--- config.mk ---
export PLATFORM = sky130hd
export DESIGN_NAME = mdn_unit
export DESIGN_NICKNAME = d
export VERILOG_FILES = /design/src/verilog/mdn_pkg.sv /design/src/verilog/mdn_core_if.sv /design/src/verilog/mdn_msb_core.sv /design/src/verilog/mdn_unit.sv
export SDC_FILE = /design/constraint.sdc
export NUM_CORES = 1
export LEC_CHECK = 0
export BUFFER_PORTS_ARGS = -buffer_cell sky130_fd_sc_hd__buf_4
export CAP_MARGIN = 30
export CORE_MARGIN = 4
export CORE_UTILIZATION = 53
export CTS_BUF_LIST = sky130_fd_sc_hd__clkbuf_16
export CTS_CLUSTER_SIZE = 24
export DETAILED_ROUTE_END_ITERATION = 12
export PLACE_DENSITY = 0.77
export REMOVE_ABC_BUFFERS = 1
export SLEW_MARGIN = 0
export SYNTH_ARGS = -nofsm -noshare
export SYNTH_HDL_FRONTEND = slang
export SYNTH_SLANG_ARGS = --single-unit
--- constraint.sdc ---
create_clock -name pclk -period 2.32 [get_ports pclk]
set_input_delay 0.116 -clock pclk [delete_from_list [all_inputs] [get_ports pclk]]
set_output_delay 0.116 -clock pclk [all_outputs]
set_load 0.01 [all_outputs]
--- src/verilog/mdn_pkg.sv ---
package mdn_pkg;

   // operand and result geometry
   localparam int BASE_W  = 32;
   localparam int GUARD_W = 8;
   localparam int OPND_W  = BASE_W + GUARD_W;
   localparam int RES_W   = 24;
   localparam int FRAC_W  = 16;
   localparam int AMT_W   = 6;
   localparam int TOP_BIT = OPND_W - 1;

   // amount when no bit differs from the sign, and the bias of the scan
   localparam logic [AMT_W-1:0] AMT_ALL_SAME = 6'h1F;
   localparam int               AMT_BIAS     = 30;

   // register byte addresses
   localparam int          ADDR_W          = 8;
   localparam logic [7:0]  ADDR_SRC1_WORD  = 8'h00;
   localparam logic [7:0]  ADDR_SRC1_GUARD = 8'h04;
   localparam logic [7:0]  ADDR_SRC2_WORD  = 8'h08;
   localparam logic [7:0]  ADDR_SRC2_GUARD = 8'h0C;
   localparam logic [7:0]  ADDR_DEST_WORD  = 8'h10;
   localparam logic [7:0]  ADDR_DEST_GUARD = 8'h14;
   localparam logic [7:0]  ADDR_CTRL       = 8'h18;
   localparam logic [7:0]  ADDR_STATUS     = 8'h1C;
   localparam logic [7:0]  ADDR_CMD        = 8'h20;
   localparam logic [7:0]  ADDR_AMOUNT     = 8'h24;

   // control register fields
   localparam int CTRL_W              = 4;
   localparam int CTRL_SRC_SEL_BIT    = 0;
   localparam int CTRL_DEST_GUARD_BIT = 1;
   localparam int CTRL_COND_LSB       = 2;
   localparam int COND_W              = 2;
   localparam logic [CTRL_W-1:0] CTRL_RST = 4'h0;

   // execution condition codes
   localparam logic [COND_W-1:0] COND_ALWAYS   = 2'h0;
   localparam logic [COND_W-1:0] COND_IF_TRUE  = 2'h1;
   localparam logic [COND_W-1:0] COND_IF_FALSE = 2'h2;

   // status register fields
   localparam int ST_SEL     = 0;
   localparam int ST_N       = 1;
   localparam int ST_Z       = 2;
   localparam int ST_V       = 3;
   localparam int ST_GREATER = 4;
   localparam int ST_CS_LSB = 5;
   localparam int CS_W      = 3;
   localparam int FLAG_W    = 5;
   localparam logic [FLAG_W-1:0] FLAGS_RST = 5'h00;
   localparam logic [CS_W-1:0]   CS_RST    = 3'h0;

   // condition selection modes
   localparam logic [CS_W-1:0] CS_CARRY = 3'h0;
   localparam logic [CS_W-1:0] CS_NEG   = 3'h1;
   localparam logic [CS_W-1:0] CS_ZERO  = 3'h2;
   localparam logic [CS_W-1:0] CS_OVF   = 3'h3;
   localparam logic [CS_W-1:0] CS_GREATER = 3'h4;
   localparam logic [CS_W-1:0] CS_GE    = 3'h5;

   localparam int CMD_GO_BIT = 0;

   // selectable flag value for a given mode; unused codes give zero
   function automatic logic mdn_sel_flag(input logic [CS_W-1:0] cs,
                                         input logic            neg,
                                         input logic            zero,
                                         input logic            pos);
      logic f;
      f = 1'b0;
      case (cs)
         CS_NEG:  f = neg;
         CS_ZERO: f = zero;
         CS_GREATER: f = pos;
         CS_GE:   f = ~neg;
         default: f = 1'b0;
      endcase
      return f;
   endfunction : mdn_sel_flag

endpackage : mdn_pkg

--- src/verilog/mdn_core_if.sv ---
`timescale 1ns/10ps
interface mdn_core_if;
   logic [mdn_pkg::OPND_W-1:0]        operand;
   logic signed [mdn_pkg::AMT_W-1:0]  amount;
   logic                              neg;
   logic                              zero;
   logic                              pos;

   modport drive (output operand, input amount, input neg, input zero, input pos);
   modport core  (input operand, output amount, output neg, output zero, output pos);
endinterface : mdn_core_if

--- src/verilog/mdn_msb_core.sv ---
`timescale 1ns/10ps
module mdn_msb_core (
   mdn_core_if.core cif
);
   logic [mdn_pkg::OPND_W-1:0] differs;
   logic [mdn_pkg::AMT_W-1:0]  amt;

   // every bit below the sign is compared with it, guard bits too
   genvar g;
   generate
      for (g = 0; g < mdn_pkg::TOP_BIT; g++) begin : g_diff
         assign differs[g] = cif.operand[g] ^ cif.operand[mdn_pkg::TOP_BIT]; // RQ3
      end
   endgenerate
   assign differs[mdn_pkg::TOP_BIT] = 1'b0;

   // ascending scan so the highest differing bit decides the amount
   always_comb begin
      amt = mdn_pkg::AMT_ALL_SAME; // RQ5
      for (int i = 0; i < mdn_pkg::TOP_BIT; i++) begin
         if (differs[i]) begin
            amt = mdn_pkg::AMT_W'(mdn_pkg::AMT_BIAS - i); // RQ5
         end
      end
   end

   // sign classes feed the condition flags
   assign cif.amount = amt;
   assign cif.neg    = amt[mdn_pkg::AMT_W-1];
   assign cif.zero   = (amt == '0);
   assign cif.pos    = ~amt[mdn_pkg::AMT_W-1] & (amt != '0);
endmodule : mdn_msb_core

--- src/verilog/mdn_unit.sv ---
// Notes on behaviour
// (RQ1) The result is 24 bits: 16 upper base bits plus 8 guard bits, like integer results.
// (RQ2) A destination without guard bits receives only the upper word of the result.
// (RQ3) All 40 source bits, guard bits included, are examined for the amount.
// (RQ4) The amount sits at bit 16 as a signed integer, sign filling bits 31..22 and the guard.
// (RQ5) Amount is 30 minus the top bit differing from bit 39, or +31 if none; range -8..+31.
// (RQ6) The operation runs in the stage shared with memory access, one cycle after issue.
// (RQ7) Unconditional runs update the five flags; conditional runs leave them untouched.
// (RQ8) In carry/borrow mode the selectable flag is cleared.
// (RQ9) In negative mode the selectable flag shows a negative result.
// (RQ10) In zero mode the selectable flag shows a zero result.
// (RQ11) In overflow mode the selectable flag is cleared.
// (RQ12) In greater-than mode the selectable flag shows a positive result.
// (RQ13) In greater-or-equal mode the selectable flag shows a zero or positive result.
// (RQ14) The negative and zero flags follow the negative-mode and zero-mode values.
// (RQ15) The overflow flag is always cleared and the greater flag follows greater-than mode.
// (RQ16) The single source is the first or second source field; the result goes to dest.
// (RQ17) A destination with guard bits gets its lower 16 bits cleared.
`timescale 1ns/10ps
module mdn_unit (
   input  wire logic                          pclk,
   input  wire logic                          presetn,
   input  wire logic                          psel,
   input  wire logic                          penable,
   input  wire logic                          pwrite,
   input  wire logic [mdn_pkg::ADDR_W-1:0]    paddr,
   input  wire logic [31:0]                   pwdata,
   output logic      [31:0]                   prdata,
   output logic                               pready,
   output logic                               pslverr,
   output logic      [mdn_pkg::BASE_W-1:0]    result_word,
   output logic      [mdn_pkg::GUARD_W-1:0]   result_guard,
   output logic                               selectable_cond_flag,
   output logic                               neg_flag,
   output logic                               zero_flag,
   output logic                               ovf_flag,
   output logic                               greater_flag,
   output logic                               op_done
);
   localparam int BW = mdn_pkg::BASE_W;
   localparam int GW = mdn_pkg::GUARD_W;
   localparam int OW = mdn_pkg::OPND_W;
   localparam int AW = mdn_pkg::AMT_W;

   logic [31:0]                   prdata_reg;
   logic                          pready_reg;
   logic                          pslverr_reg;
   logic [BW-1:0]                 src1_word_reg;
   logic [GW-1:0]                 src1_guard_reg;
   logic [BW-1:0]                 src2_word_reg;
   logic [GW-1:0]                 src2_guard_reg;
   logic [BW-1:0]                 dest_word_reg;
   logic [GW-1:0]                 dest_guard_reg;
   logic [mdn_pkg::CTRL_W-1:0]    ctrl_reg;
   logic [mdn_pkg::CS_W-1:0]      cs_reg;
   logic                          sel_flag_reg;
   logic                          n_reg;
   logic                          z_reg;
   logic                          v_reg;
   logic                          greater_reg;
   logic [AW-1:0]                 amount_reg;
   logic                          stage_valid_reg;
   logic [OW-1:0]                 stage_operand_reg;
   logic                          stage_dest_guard_reg;
   logic [mdn_pkg::COND_W-1:0]    stage_cond_reg;
   logic                          op_done_reg;

   logic                          apb_setup;
   logic                          apb_done;
   logic                          wr;
   logic                          addr_hit;
   logic [31:0]                   rd_data;
   logic                          go;
   logic                          cond_ok;
   logic                          write_en;
   logic                          flag_upd;
   logic                          status_wr;
   logic signed [AW-1:0]          amt_now;
   logic [OW-1:0]                 res_full;

   mdn_core_if core_bus ();

   mdn_msb_core u_core (
      .cif (core_bus)
   );

   // apb phases: setup is sampled once, the access completes on pready
   assign apb_setup = psel & ~penable;
   assign apb_done  = psel & penable & pready_reg;
   assign wr        = apb_done & pwrite;
   assign status_wr = wr & (paddr == mdn_pkg::ADDR_STATUS);
   assign go        = wr & (paddr == mdn_pkg::ADDR_CMD) & pwdata[mdn_pkg::CMD_GO_BIT];

   // address decode and read data
   always_comb begin
      addr_hit = 1'b1;
      rd_data  = 32'h0000_0000;
      case (paddr)
         mdn_pkg::ADDR_SRC1_WORD:  rd_data = src1_word_reg;
         mdn_pkg::ADDR_SRC1_GUARD: rd_data = {24'h00_0000, src1_guard_reg};
         mdn_pkg::ADDR_SRC2_WORD:  rd_data = src2_word_reg;
         mdn_pkg::ADDR_SRC2_GUARD: rd_data = {24'h00_0000, src2_guard_reg};
         mdn_pkg::ADDR_DEST_WORD:  rd_data = dest_word_reg;
         mdn_pkg::ADDR_DEST_GUARD: rd_data = {24'h00_0000, dest_guard_reg};
         mdn_pkg::ADDR_CTRL:       rd_data = {28'h000_0000, ctrl_reg};
         mdn_pkg::ADDR_STATUS:     rd_data = {24'h00_0000, cs_reg, greater_reg, v_reg, z_reg,
                                              n_reg, sel_flag_reg};
         mdn_pkg::ADDR_CMD:        rd_data = 32'h0000_0000;
         mdn_pkg::ADDR_AMOUNT:     rd_data = 32'(signed'(amount_reg));
         default:                  addr_hit = 1'b0;
      endcase
   end

   // one wait-free access cycle; answers are registered at the setup edge
   always_ff @(posedge pclk or negedge presetn) begin
      if (!presetn) begin
         pready_reg  <= 1'b0;
         pslverr_reg <= 1'b0;
         prdata_reg  <= 32'h0000_0000;
      end else begin
         pready_reg  <= apb_setup;
         pslverr_reg <= apb_setup & ~addr_hit;
         if (apb_setup && !pwrite) begin
            prdata_reg <= rd_data;
         end
      end
   end

   // source and control registers written only by software
   always_ff @(posedge pclk or negedge presetn) begin
      if (!presetn) begin
         src1_word_reg  <= '0;
         src1_guard_reg <= '0;
         src2_word_reg  <= '0;
         src2_guard_reg <= '0;
         ctrl_reg       <= mdn_pkg::CTRL_RST;
         cs_reg         <= mdn_pkg::CS_RST;
      end else if (wr) begin
         case (paddr)
            mdn_pkg::ADDR_SRC1_WORD:  src1_word_reg  <= pwdata;
            mdn_pkg::ADDR_SRC1_GUARD: src1_guard_reg <= pwdata[GW-1:0];
            mdn_pkg::ADDR_SRC2_WORD:  src2_word_reg  <= pwdata;
            mdn_pkg::ADDR_SRC2_GUARD: src2_guard_reg <= pwdata[GW-1:0];
            mdn_pkg::ADDR_CTRL:       ctrl_reg       <= pwdata[mdn_pkg::CTRL_W-1:0];
            mdn_pkg::ADDR_STATUS:     cs_reg <= pwdata[mdn_pkg::ST_CS_LSB +: mdn_pkg::CS_W];
            default: ;
         endcase
      end
   end

   // issue: the operand is captured so later source writes cannot disturb the stage
   always_ff @(posedge pclk or negedge presetn) begin
      if (!presetn) begin
         stage_valid_reg      <= 1'b0;
         stage_operand_reg    <= '0;
         stage_dest_guard_reg <= 1'b0;
         stage_cond_reg       <= mdn_pkg::COND_ALWAYS;
      end else begin
         stage_valid_reg <= go;
         if (go) begin
            stage_operand_reg    <= ctrl_reg[mdn_pkg::CTRL_SRC_SEL_BIT] ?
                                    {src2_guard_reg, src2_word_reg} :
                                    {src1_guard_reg, src1_word_reg}; // RQ16
            stage_dest_guard_reg <= ctrl_reg[mdn_pkg::CTRL_DEST_GUARD_BIT];
            stage_cond_reg       <= ctrl_reg[mdn_pkg::CTRL_COND_LSB +: mdn_pkg::COND_W];
         end
      end
   end

   assign core_bus.operand = stage_operand_reg;
   assign amt_now          = core_bus.amount;

   // execution condition tests the selectable flag; code 3 never executes
   always_comb begin
      case (stage_cond_reg)
         mdn_pkg::COND_ALWAYS:   cond_ok = 1'b1;
         mdn_pkg::COND_IF_TRUE:  cond_ok = sel_flag_reg;
         mdn_pkg::COND_IF_FALSE: cond_ok = ~sel_flag_reg;
         default:                cond_ok = 1'b0;
      endcase
   end

   assign write_en = stage_valid_reg & cond_ok; // RQ6
   assign flag_upd = stage_valid_reg & (stage_cond_reg == mdn_pkg::COND_ALWAYS); // RQ7

   // integer result: signed amount at bit 16, lower bits zero
   assign res_full = {{(mdn_pkg::RES_W - AW){amt_now[AW-1]}}, amt_now,
                      {mdn_pkg::FRAC_W{1'b0}}}; // RQ1 RQ4

   // destination: the stage wins over a software write in the same cycle
   always_ff @(posedge pclk or negedge presetn) begin
      if (!presetn) begin
         dest_word_reg  <= '0;
         dest_guard_reg <= '0;
         amount_reg     <= '0;
      end else if (write_en) begin
         amount_reg <= amt_now;
         if (stage_dest_guard_reg) begin
            dest_guard_reg <= res_full[OW-1:BW]; // RQ4
            dest_word_reg  <= res_full[BW-1:0]; // RQ17
         end else begin
            dest_word_reg[BW-1:mdn_pkg::FRAC_W] <= res_full[BW-1:mdn_pkg::FRAC_W]; // RQ2
         end
      end else if (wr && paddr == mdn_pkg::ADDR_DEST_WORD) begin
         dest_word_reg <= pwdata;
      end else if (wr && paddr == mdn_pkg::ADDR_DEST_GUARD) begin
         dest_guard_reg <= pwdata[GW-1:0];
      end
   end

   // flags: hardware update beats a status write landing in the same cycle
   always_ff @(posedge pclk or negedge presetn) begin
      if (!presetn) begin
         {greater_reg, v_reg, z_reg, n_reg, sel_flag_reg} <= mdn_pkg::FLAGS_RST;
      end else if (flag_upd) begin
         sel_flag_reg <= mdn_pkg::mdn_sel_flag(cs_reg, core_bus.neg, core_bus.zero,
                                               core_bus.pos); // RQ8 RQ9 RQ10 RQ11 RQ12 RQ13
         n_reg        <= core_bus.neg; // RQ14
         z_reg        <= core_bus.zero; // RQ14
         v_reg        <= 1'b0; // RQ15
         greater_reg  <= core_bus.pos; // RQ15
      end else if (status_wr) begin
         {greater_reg, v_reg, z_reg, n_reg, sel_flag_reg} <= pwdata[mdn_pkg::FLAG_W-1:0];
      end
   end

   // completion pulse, also for a conditional run that was skipped
   always_ff @(posedge pclk or negedge presetn) begin
      if (!presetn) begin
         op_done_reg <= 1'b0;
      end else begin
         op_done_reg <= stage_valid_reg;
      end
   end

   assign prdata               = prdata_reg;
   assign pready               = pready_reg;
   assign pslverr              = pslverr_reg;
   assign result_word          = dest_word_reg;
   assign result_guard         = dest_guard_reg;
   assign selectable_cond_flag = sel_flag_reg;
   assign neg_flag             = n_reg;
   assign zero_flag            = z_reg;
   assign ovf_flag             = v_reg;
   assign greater_flag         = greater_reg;
   assign op_done              = op_done_reg;
endmodule : mdn_unit

==> results of run 1 <==
-- layout make-up --
class	instances	area share, %
inverters	11	0.3169
clock inverters	14	0.6146
flip-flops and latches	217	41.69
repair buffers	223	14.41
well taps	260	2.497
multi-input cells	689	36.05
clock buffers	23	4.417
-- power breakdown --
group	switching [W]	internal (W)
Clock	0.00141	0.00188
Sequential	0.0000643	0.00389
Combinational	0.000296	0.000297
-- kinds of logic after synthesis --
logic type | Yosys count | synth area share [%]
AND/OR/NAND/NOR | 309 | 13.38
AO/OA/AOI/OAI | 246 | 17.00
flip-flops | 217 | 52.61
multiplexers | 134 | 14.05
buffers and inverters | 73 | 2.958
-- metrics by stage --
step | utilization, % | setup WS, ns | hold slack (ns) | instances
2_1_floorplan | - | -1.053 | -0.1796 | 917
3_3_place_gp | 62.58 | -0.03795 | 0.1204 | 1359
3_5_place_dp | 62.58 | -0.07643 | 0.1205 | 1359
4_1_cts | 68.44 | -0.06434 | 0.1382 | 1436
5_1_grt | 68.74 | -0.1359 | 0.1794 | 1437
6_report | 68.74 | -0.06066 | 0.1641 | 1437
-- worst reg2reg max path, cell delays in order (launching register included) --
cell and delay (ns):
dfrtp_2 0.44, buf_6 0.13, buf_6 0.13, or3_4 0.40, a21oi_4 0.15, o32ai_4 0.11
a211oi_1 0.32, o211a_1 0.25, nor4b_2 0.07, buf_4 0.15, o211ai_2 0.16
-- metal layers --
metal / vias up / track usage, % / wire (um) / part of all wire, %
met5: - / 0 / 0 / 0
li1: 3967 / - / - / -
met2: 318 / 43.86 / 14090 / 48
met3: 66 / 4.660 / 1783 / 6.1
met1: 4363 / 36.47 / 12590 / 43
met4: 0 / 7.829 / 710 / 2.4
-- cell usage in the layout, fill, tap and decap left out, drive strengths merged, types with 10 or more instances in the layout --
cell         count
a21oi           13
a221oi          13
a22o            24
a22oi           29
a31oi           23
a41oi           27
buf            184
clkbuf          23
dfrtp          217
dlygate4sd3     39
inv             18
mux2            87
mux2i           47
nand2          149
nand3           17
nor2            74
nor2b           10
nor3            11
o21ai           70
-- how the worst max path moves through the flow --
stage                            to  slack [ns]  depth (start not counted)
2_1_floorplan      src2_word_reg[3]       -1.05                          4
3_3_place_gp   selectable_cond_flag       -0.04                          7
3_5_place_dp   selectable_cond_flag       -0.08                          8
4_1_cts        selectable_cond_flag       -0.06                          8
5_1_grt        selectable_cond_flag       -0.14                         10
6_report       selectable_cond_flag       -0.06                         10
-- timing repair --
item | CTS | global route
endpoints found under the hold margin | 189 | 0
pin swaps | 11 | 8
hold buffers | 39 | 0
gates cloned | 0 | 0
setup endpoints to repair | 3 | 4
gates resized for setup | 10 | 10
setup buffers | 1 | 1
==> results.yml, run 1 <==
status:
  status: "complete, but fails checks"
  violations: "setup timing"
floorplan:
  rows: 50
  core_um2: 18960
  dieWidth_um: 147.6
  start_util_pct: 54.45
  ios: 125
  die_h_um: 147.6
  die-area_um2: 21770
layout:
  filler_cell_count: 1430
  area_growth_syn_to_layout_pct: 26.25
  largest_reg_flops: 40
  drive_gt1_share_pct: 27.19
  final_area_um2: 13030
  multi_input_area_um2: 4697
  final-seq-area_um2: 5433
  insertedDiodeCount: 0
  nNetsFinal: 1210
yosys:
  synth_commonest_cells: "dfrtp_1 (217), nand2_1 (149), mux2_2 (83), nor2_1 (72), o21ai_0 (69)"
  synth_area_leaders: "dfrtp_1 (53%), mux2_2 (9.1%), nand2_1 (5.4%)"
  ys_ff_latch: 217
  synthFlopType: "dfrtp_1"
  synth_top_area_share_pct: 52.61
  yosysTopAreaCell: "dfrtp_1"
  ys_seq_area_share_pct: 52.61
  synth.avg_cell_area_um2: 10.54
  synth.most_common_cell: "dfrtp_1"
  synth_edf_count: 0
  synthDistinctLibCells: 65
  synthArstFlopShare_pct: 100.0
  synth_area_um2: 10320
  syn_inst: 979
  yosysWarnings: 0
sta:
  final-max-slew-violation-count: 0
  finalSetupViolCount: 3
  fin_crit_sh_pct: 102.6
  rsz0062_at_grt: "true"
  tightest_slew_ns: 0.5489
  fmaxAchievable_mhz: 420.1
  setup_tns_ns: -0.1447
  hold_violations: 0
  skew_ns: 0.008687
  min_period_ns: 2.381
  max_slew_margin_pct: 63.41
  worst_slack_ns: -0.06066
power:
  peakVddDrop_v: 0.0005855
  power.density_nw_per_um2: 601.4
  finalPower_w: 0.007837
  power_leakage_nw: 5.956
routing:
  avgViaCountPerCell: 6.064
  ant_nets: 0
  via_count: 8714
  drtIter0Drc: 815
  routedWlPerCell_um: 20.30
  drt_first_pass_iters: 5
  drc: 0
  routed_wl_mm: 29.18
placed_design:
  io_buffers: 124
  post-dp-hpwl_mm: 19.52
  routabilityCongestion: 0.9114
  dpl_cell_area_um2: 11860
clock_tree:
  clk_latency_ns: 0.49
  clock_sinks: 217
  clockBufferDepth: 3
  path_clk_slew_ns: 0.06
  cts_root_buf: "clkbuf_16"
  cts-buffers-inserted: 23
  cts_tree: "built"
  ctsHtreeMaxLevel: 1
global_route:
  grt_max_degree: 85
  overflow: 0
  grt_pass1_vias: 8826
  grt_first_pass_wirelength_mm: 47.11
  grt_antenna_before_repair: 0
  grt_util_all_layers_pct: 26.61
hold_path:
  hp-start: "pwrite"
  hold_path_depth: 4
  hold_path.class: "in2reg"
  hold-path-endpoint: "prdata[0]"
worst_setup_path:
  worstPathRequired_ns: 2.73
  critPathBufInv: 3
  critPathMaxStageDelay_ns: 0.44
  cpMaxStageDelayCell: "dfrtp_2"
  endpoint_kind: "register"
  crit_chain: "buf_6 > buf_6 > or3_4 > a21oi_4 > o32ai_4 > a211oi_1 > o211a_1 > nor4b_2 > buf_4 > o211ai_2"
  cp_top_family: "compound AO/OA/AOI/OAI gates"
  critPathLaunchType: "register"
  cp-startpoint: "core_bus.operand[39]"
  worstSetupPathType: "reg2reg"
  cp.arrival_ns: 2.80
  r2r_end: "selectable_cond_flag"
  cp_max_fo: 13
  cpMostUsedCell: "buf_6"
  r2r_slack_ns: -0.06
  worstReg2RegStart: "core_bus.operand[39]"
  r2r_cells: 10
job:
  drv_cap: 0
Note: power is estimated with default switching activity, not from simulation.
==> inputs of run 2 (changes only) <==
- RECOVER_POWER: default -> 50
==> results.yml, run 2 (same netlist as run 1, synthesis figures left out) <==
clock_tree:
  path_clk_slew_ns: 0.06
  cts-buffers-inserted: 23
  clock_sinks: 217
  ctsHtreeMaxLevel: 1
  clockBufferDepth: 3
  cts_tree: "built"
  cts_root_buf: "clkbuf_16"
  clk_latency_ns: 0.49
global_route:
  grt_util_all_layers_pct: 26.61
  overflow: 0
  grt_first_pass_wirelength_mm: 47.11
  grt_antenna_before_repair: 0
  grt_max_degree: 85
  grt_pass1_vias: 8826
routing:
  routed_wl_mm: 29.19
  drc: 0
  via_count: 8694
  routedWlPerCell_um: 20.32
  m1WireLength_mm: 12.59
  drt_first_pass_iters: 5
  drtIter0Drc: 876
  avgViaCountPerCell: 6.050
  ant_nets: 0
  topRoutingLayerUsed: "met4"
  dr_wl_met2_mm: 14.20
  dr_wl_met3_mm: 1.755
worst_setup_path:
  cp.arrival_ns: 2.80
  worstPathRequired_ns: 2.73
  cp_top_family: "simple AND/OR/NAND/NOR gates"
  worstSetupPathType: "reg2reg"
  cpMaxStageDelayCell: "or4b_4"
  crit_chain: "buf_6 > or3_4 > buf_4 > o21ai_0 > o311ai_0 > a41o_1 > o21ai_4 > or4b_4 > o211ai_2"
  cp_max_fo: 8
  endpoint_kind: "register"
  critPathBufInv: 2
  critPathLaunchType: "register"
  critPathMaxStageDelay_ns: 0.49
sta:
  hold_ws_ns: 0.1620
  finalSetupViolCount: 3
  tightest_slew_ns: 1.818
  worst_slack_ns: -0.06134
  fin_crit_sh_pct: 102.6
  rsz0062_at_grt: "true"
  max_slew_margin_pct: -21.22
  hold_violations: 0
  skew_ns: 0.008353
  fmaxAchievable_mhz: 419.9
  min_period_ns: 2.381
  final-max-slew-violation-count: 72
power:
  peakVddDrop_v: 0.0005843
  finalPower_w: 0.007764
  power_leakage_nw: 5.811
  power.density_nw_per_um2: 603.4
placed_design:
  post-dp-hpwl_mm: 19.52
  routabilityCongestion: 0.9114
  io_buffers: 124
  place_ws_ns: -0.07643
layout:
  area_growth_syn_to_layout_pct: 24.67
  final_common_cell: "dfrtp_1"
  layout_common_cells: "dfrtp_1 (215), nand2_1 (149), buf_4 (135), mux2_2 (83), nor2_1 (69)"
  filler_cell_count: 1477
  drive_gt1_share_pct: 24.13
  multi_input_area_um2: 4697
  final-seq-area_um2: 5433
  largest_reg_flops: 40
  insertedDiodeCount: 0
  nNetsFinal: 1210
floorplan:
  ios: 125
  start_util_pct: 54.45
  dieWidth_um: 147.6
  die_h_um: 147.6
  core_um2: 18960
  rows: 50
  die-area_um2: 21770
job:
  drv_cap: 1
hold_path:
  hold_path.class: "in2reg"
status:
  violations: "capacitance limit, slew limit, setup timing"
  status: "complete, but fails checks"
==> run 2: cell types whose count changed in the layout (fill, tap and decap cells not counted) <==
| cell | change |
|---|---|
| buf_4 | -38 |
| buf_8 | -1 |
| clkbuf_1 | +36 |
| clkbuf_2 | +1 |
| buf_6 | +2 |
| buf_12 | -2 |
| clkbuf_4 | +2 |
==> run 2: stage by stage <==
stage / instance area, um2 / util (%) / cells / TNS, ns
after floorplan: 10060 / - / 917 / -100.05
after global placement: 11860 / 62.58 / 1359 / -0.03795
after detailed placement: 11860 / 62.58 / 1359 / -0.1505
after CTS: 12970 / 68.44 / 1436 / -0.06744
after global routing: 12870 / 67.88 / 1437 / -0.4084
final: 12870 / 67.88 / 1437 / -0.1473
==> run 2: final cells by class <==
class | instances | area share (%)
timing repair buffer | 223 | 13.33
clock buffer | 23 | 4.473
multi-input combinational | 689 | 36.50
clock inverter | 14 | 0.6223
inverter | 11 | 0.3209
sequential | 217 | 42.22
tap | 260 | 2.528
==> run 2: what timing repair did <==
action	in CTS	in global routing
endpoints found under the hold margin	189	0
hold buffers	39	0
endpoints found under the setup margin	3	4
resized for setup	10	10
buffers inserted	1	1
pin swaps	11	8
==> run 2: power by group <==
group	leakage (nW)	internal [W]	switching [W]	total, W
sequential	2.86	0.00389	0.0000618	0.00395
combinational	2.60	0.000225	0.000296	0.000522
clock	0.347	0.00188	0.00141	0.00329
total	5.81	0.00600	0.00177	0.00776
==> run 2: worst reg2reg max path: stages, from the launching register on <==
cell and delay [ns]:
dfrtp_2 0.44, buf_6 0.15, or3_4 0.40, buf_4 0.15, o21ai_0 0.12, o311ai_0 0.16
a41o_1 0.24, o21ai_4 0.08, or4b_4 0.49, o211ai_2 0.09
==> run 2: path summary, 6_finish.rpt <==
path                                      startpoint                   end  slack, ns  depth (start not counted)
worst max-delay path            core_bus.operand[39]  selectable_cond_flag      -0.06                          9
min in group asynchronous                    presetn       result_guard[4]       0.64                          2
worst min-delay path                          pwrite             prdata[0]       0.16                          4
worst min register to register       stage_valid_reg               op_done       0.47                          0
max in group asynchronous                    presetn  core_bus.operand[39]       0.37                          3
worst max register to register  core_bus.operand[39]  selectable_cond_flag      -0.06                          9
==> run 2: layer usage <==
layer  global-route usage, %  up-vias
met3                   4.660       63
met1                   36.47     4348
li1                        -     3970
met5                       0        -
met4                   7.829        0
met2                   43.86      313
==> inputs of run 3 (changes only) <==
- CORE_MARGIN: 4 -> default
==> results.yml, run 3 (same netlist as run 1, synthesis figures left out) <==
status:
  status: "complete, but fails checks"
  violations: "capacitance limit, slew limit, setup timing"
power:
  power_leakage_nw: 5.867
  power.density_nw_per_um2: 610.2
  peakVddDrop_v: 0.0005330
routing:
  drt_first_pass_iters: 5
  via_count: 8780
  drc: 0
  avgViaCountPerCell: 6.059
  routed_wl_mm: 28.93
  routedWlPerCell_um: 19.96
  drtIter0Drc: 762
  ant_nets: 0
layout:
  final_common_cell: "dfrtp_1"
  final_area_um2: 13040
  utilization_pct: 69.03
  insertedDiodeCount: 0
  filler_cell_count: 1469
  drive_gt1_share_pct: 25.65
  largest_reg_flops: 40
  layout_common_cells: "dfrtp_1 (215), nand2_1 (149), buf_4 (139), mux2_2 (83), nor2_1 (69)"
  final_cell_count_no_fill: 1449
  nNetsFinal: 1217
  area_growth_syn_to_layout_pct: 26.36
sta:
  hold_ws_ns: 0.1376
  tightest_slew_ns: 1.768
  fin_crit_sh_pct: 102.1
  setup_tns_ns: -0.04786
  worst_slack_ns: -0.04786
  hold_violations: 0
  skew_ns: 0.01050
  final-max-slew-violation-count: 71
  max_slew_margin_pct: -17.85
  fmaxAchievable_mhz: 422.3
  rsz0062_at_grt: "true"
  min_period_ns: 2.368
  finalSetupViolCount: 1
floorplan:
  die_h_um: 141.6
  die-area_um2: 20040
  dieWidth_um: 141.6
  core_um2: 18890
  start_util_pct: 54.63
  rows: 50
  ios: 125
global_route:
  grt_util_all_layers_pct: 29.23
  overflow: 0
  grt_first_pass_wirelength_mm: 45.93
  grt_antenna_before_repair: 0
  grt_pass1_vias: 8675
  grt_max_degree: 85
clock_tree:
  clk_latency_ns: 0.52
  clock_sinks: 217
  cts-buffers-inserted: 24
  clockBufferDepth: 3
  cts_root_buf: "clkbuf_16"
  cts_tree: "built"
  path_clk_slew_ns: 0.06
  ctsHtreeMaxLevel: 1
worst_setup_path:
  critPathMaxStageDelay_ns: 0.49
  cp_max_fo: 7
  worstSetupPathType: "reg2reg"
  endpoint_kind: "register"
  worstPathRequired_ns: 2.76
  crit_chain: "or3_4 > o22a_1 > o32ai_4 > a211oi_2 > o31a_1 > or4b_4 > o211ai_2"
  cp.arrival_ns: 2.81
  r2r_cells: 7
  critPathLaunchType: "register"
  cpMaxStageDelayCell: "dfrtp_2"
placed_design:
  dpl.cell_count: 1358
  post-dp-hpwl_mm: 18.78
  dpl_cell_area_um2: 11870
  io_buffers: 124
  routabilityCongestion: 0.9332
hold_path:
  hold_path_depth: 5
  hold_path.class: "in2reg"
job:
  drv_cap: 1
[run 3: cell types whose count changed in the layout (fill, tap and decap cells not counted), sizes merged]
cell	delta
clkinv	+11
inv	-6
buf	+5
clkbuf	+3
bufinv	-1
[run 3: metal layers]
metal	share of wire [%]	vias up	GRT usage, %
li1	-	3992	-
met3	6.0	69	3.442
met2	49	337	48.69
met1	43	4382	40.05
met4	2.7	0	9.564
met5	0	-	0
[run 3: where the power goes]
part	total (W)	switching, W	leakage (nW)	internal [W]
sequential	0.00395	0.0000629	2.86	0.00389
clock	0.00349	0.00154	0.367	0.00195
combinational	0.000516	0.000291	2.64	0.000225
[run 3: through the flow]
| step | power (W) | setup slack, ns |
|---|---|---|
| after floorplan | 0.004187 | -1.053 |
| after global placement | 0.004548 | -0.06263 |
| after detailed placement | 0.004558 | -0.1070 |
| after CTS | 0.008084 | -0.05003 |
| after global routing | 0.008206 | -0.09811 |
| final | 0.007958 | -0.04786 |
[run 3: area by class of cell]
cell class / instances / area (um2) / area share, %
tap: 260 / 325.3 / 2.494
sequential: 217 / 5433 / 41.66
clock buffer: 25 / 625.6 / 4.797
timing repair buffer: 229 / 1804 / 13.83
multi-input combinational: 689 / 4717 / 36.17
inverter: 11 / 41.29 / 0.3166
clock inverter: 18 / 95.09 / 0.7292
[run 3: repair_timing]
action / in CTS / in global routing
buffers inserted: 4 / 4
hold buffers: 39 / 0
hold endpoints to repair: 194 / 0
cloned: 0 / 2
gates resized for setup: 9 / 19
pin swaps: 12 / 13
setup endpoints to repair: 3 / 23
[run 3: critical path: cells and delay by family (launching register included)]
kind,cells,cell delay (ns)
DFF,1,0.49
and+or+nand+nor,2,0.85
AOI/OAI and AO/OA,5,0.96
[run 3: worst paths after layout]
kind,slack [ns],endpoint,from
setup / recovery,-0.05,selectable_cond_flag,core_bus.operand[39]
hold / removal,0.14,prdata[6],pwrite
setup reg to reg,-0.05,selectable_cond_flag,core_bus.operand[39]
hold reg to reg,0.50,stage_cond_reg[1],ctrl_reg[3]
max in group asynchronous,0.40,core_bus.operand[39],presetn
min in group asynchronous,0.62,result_word[6],presetn
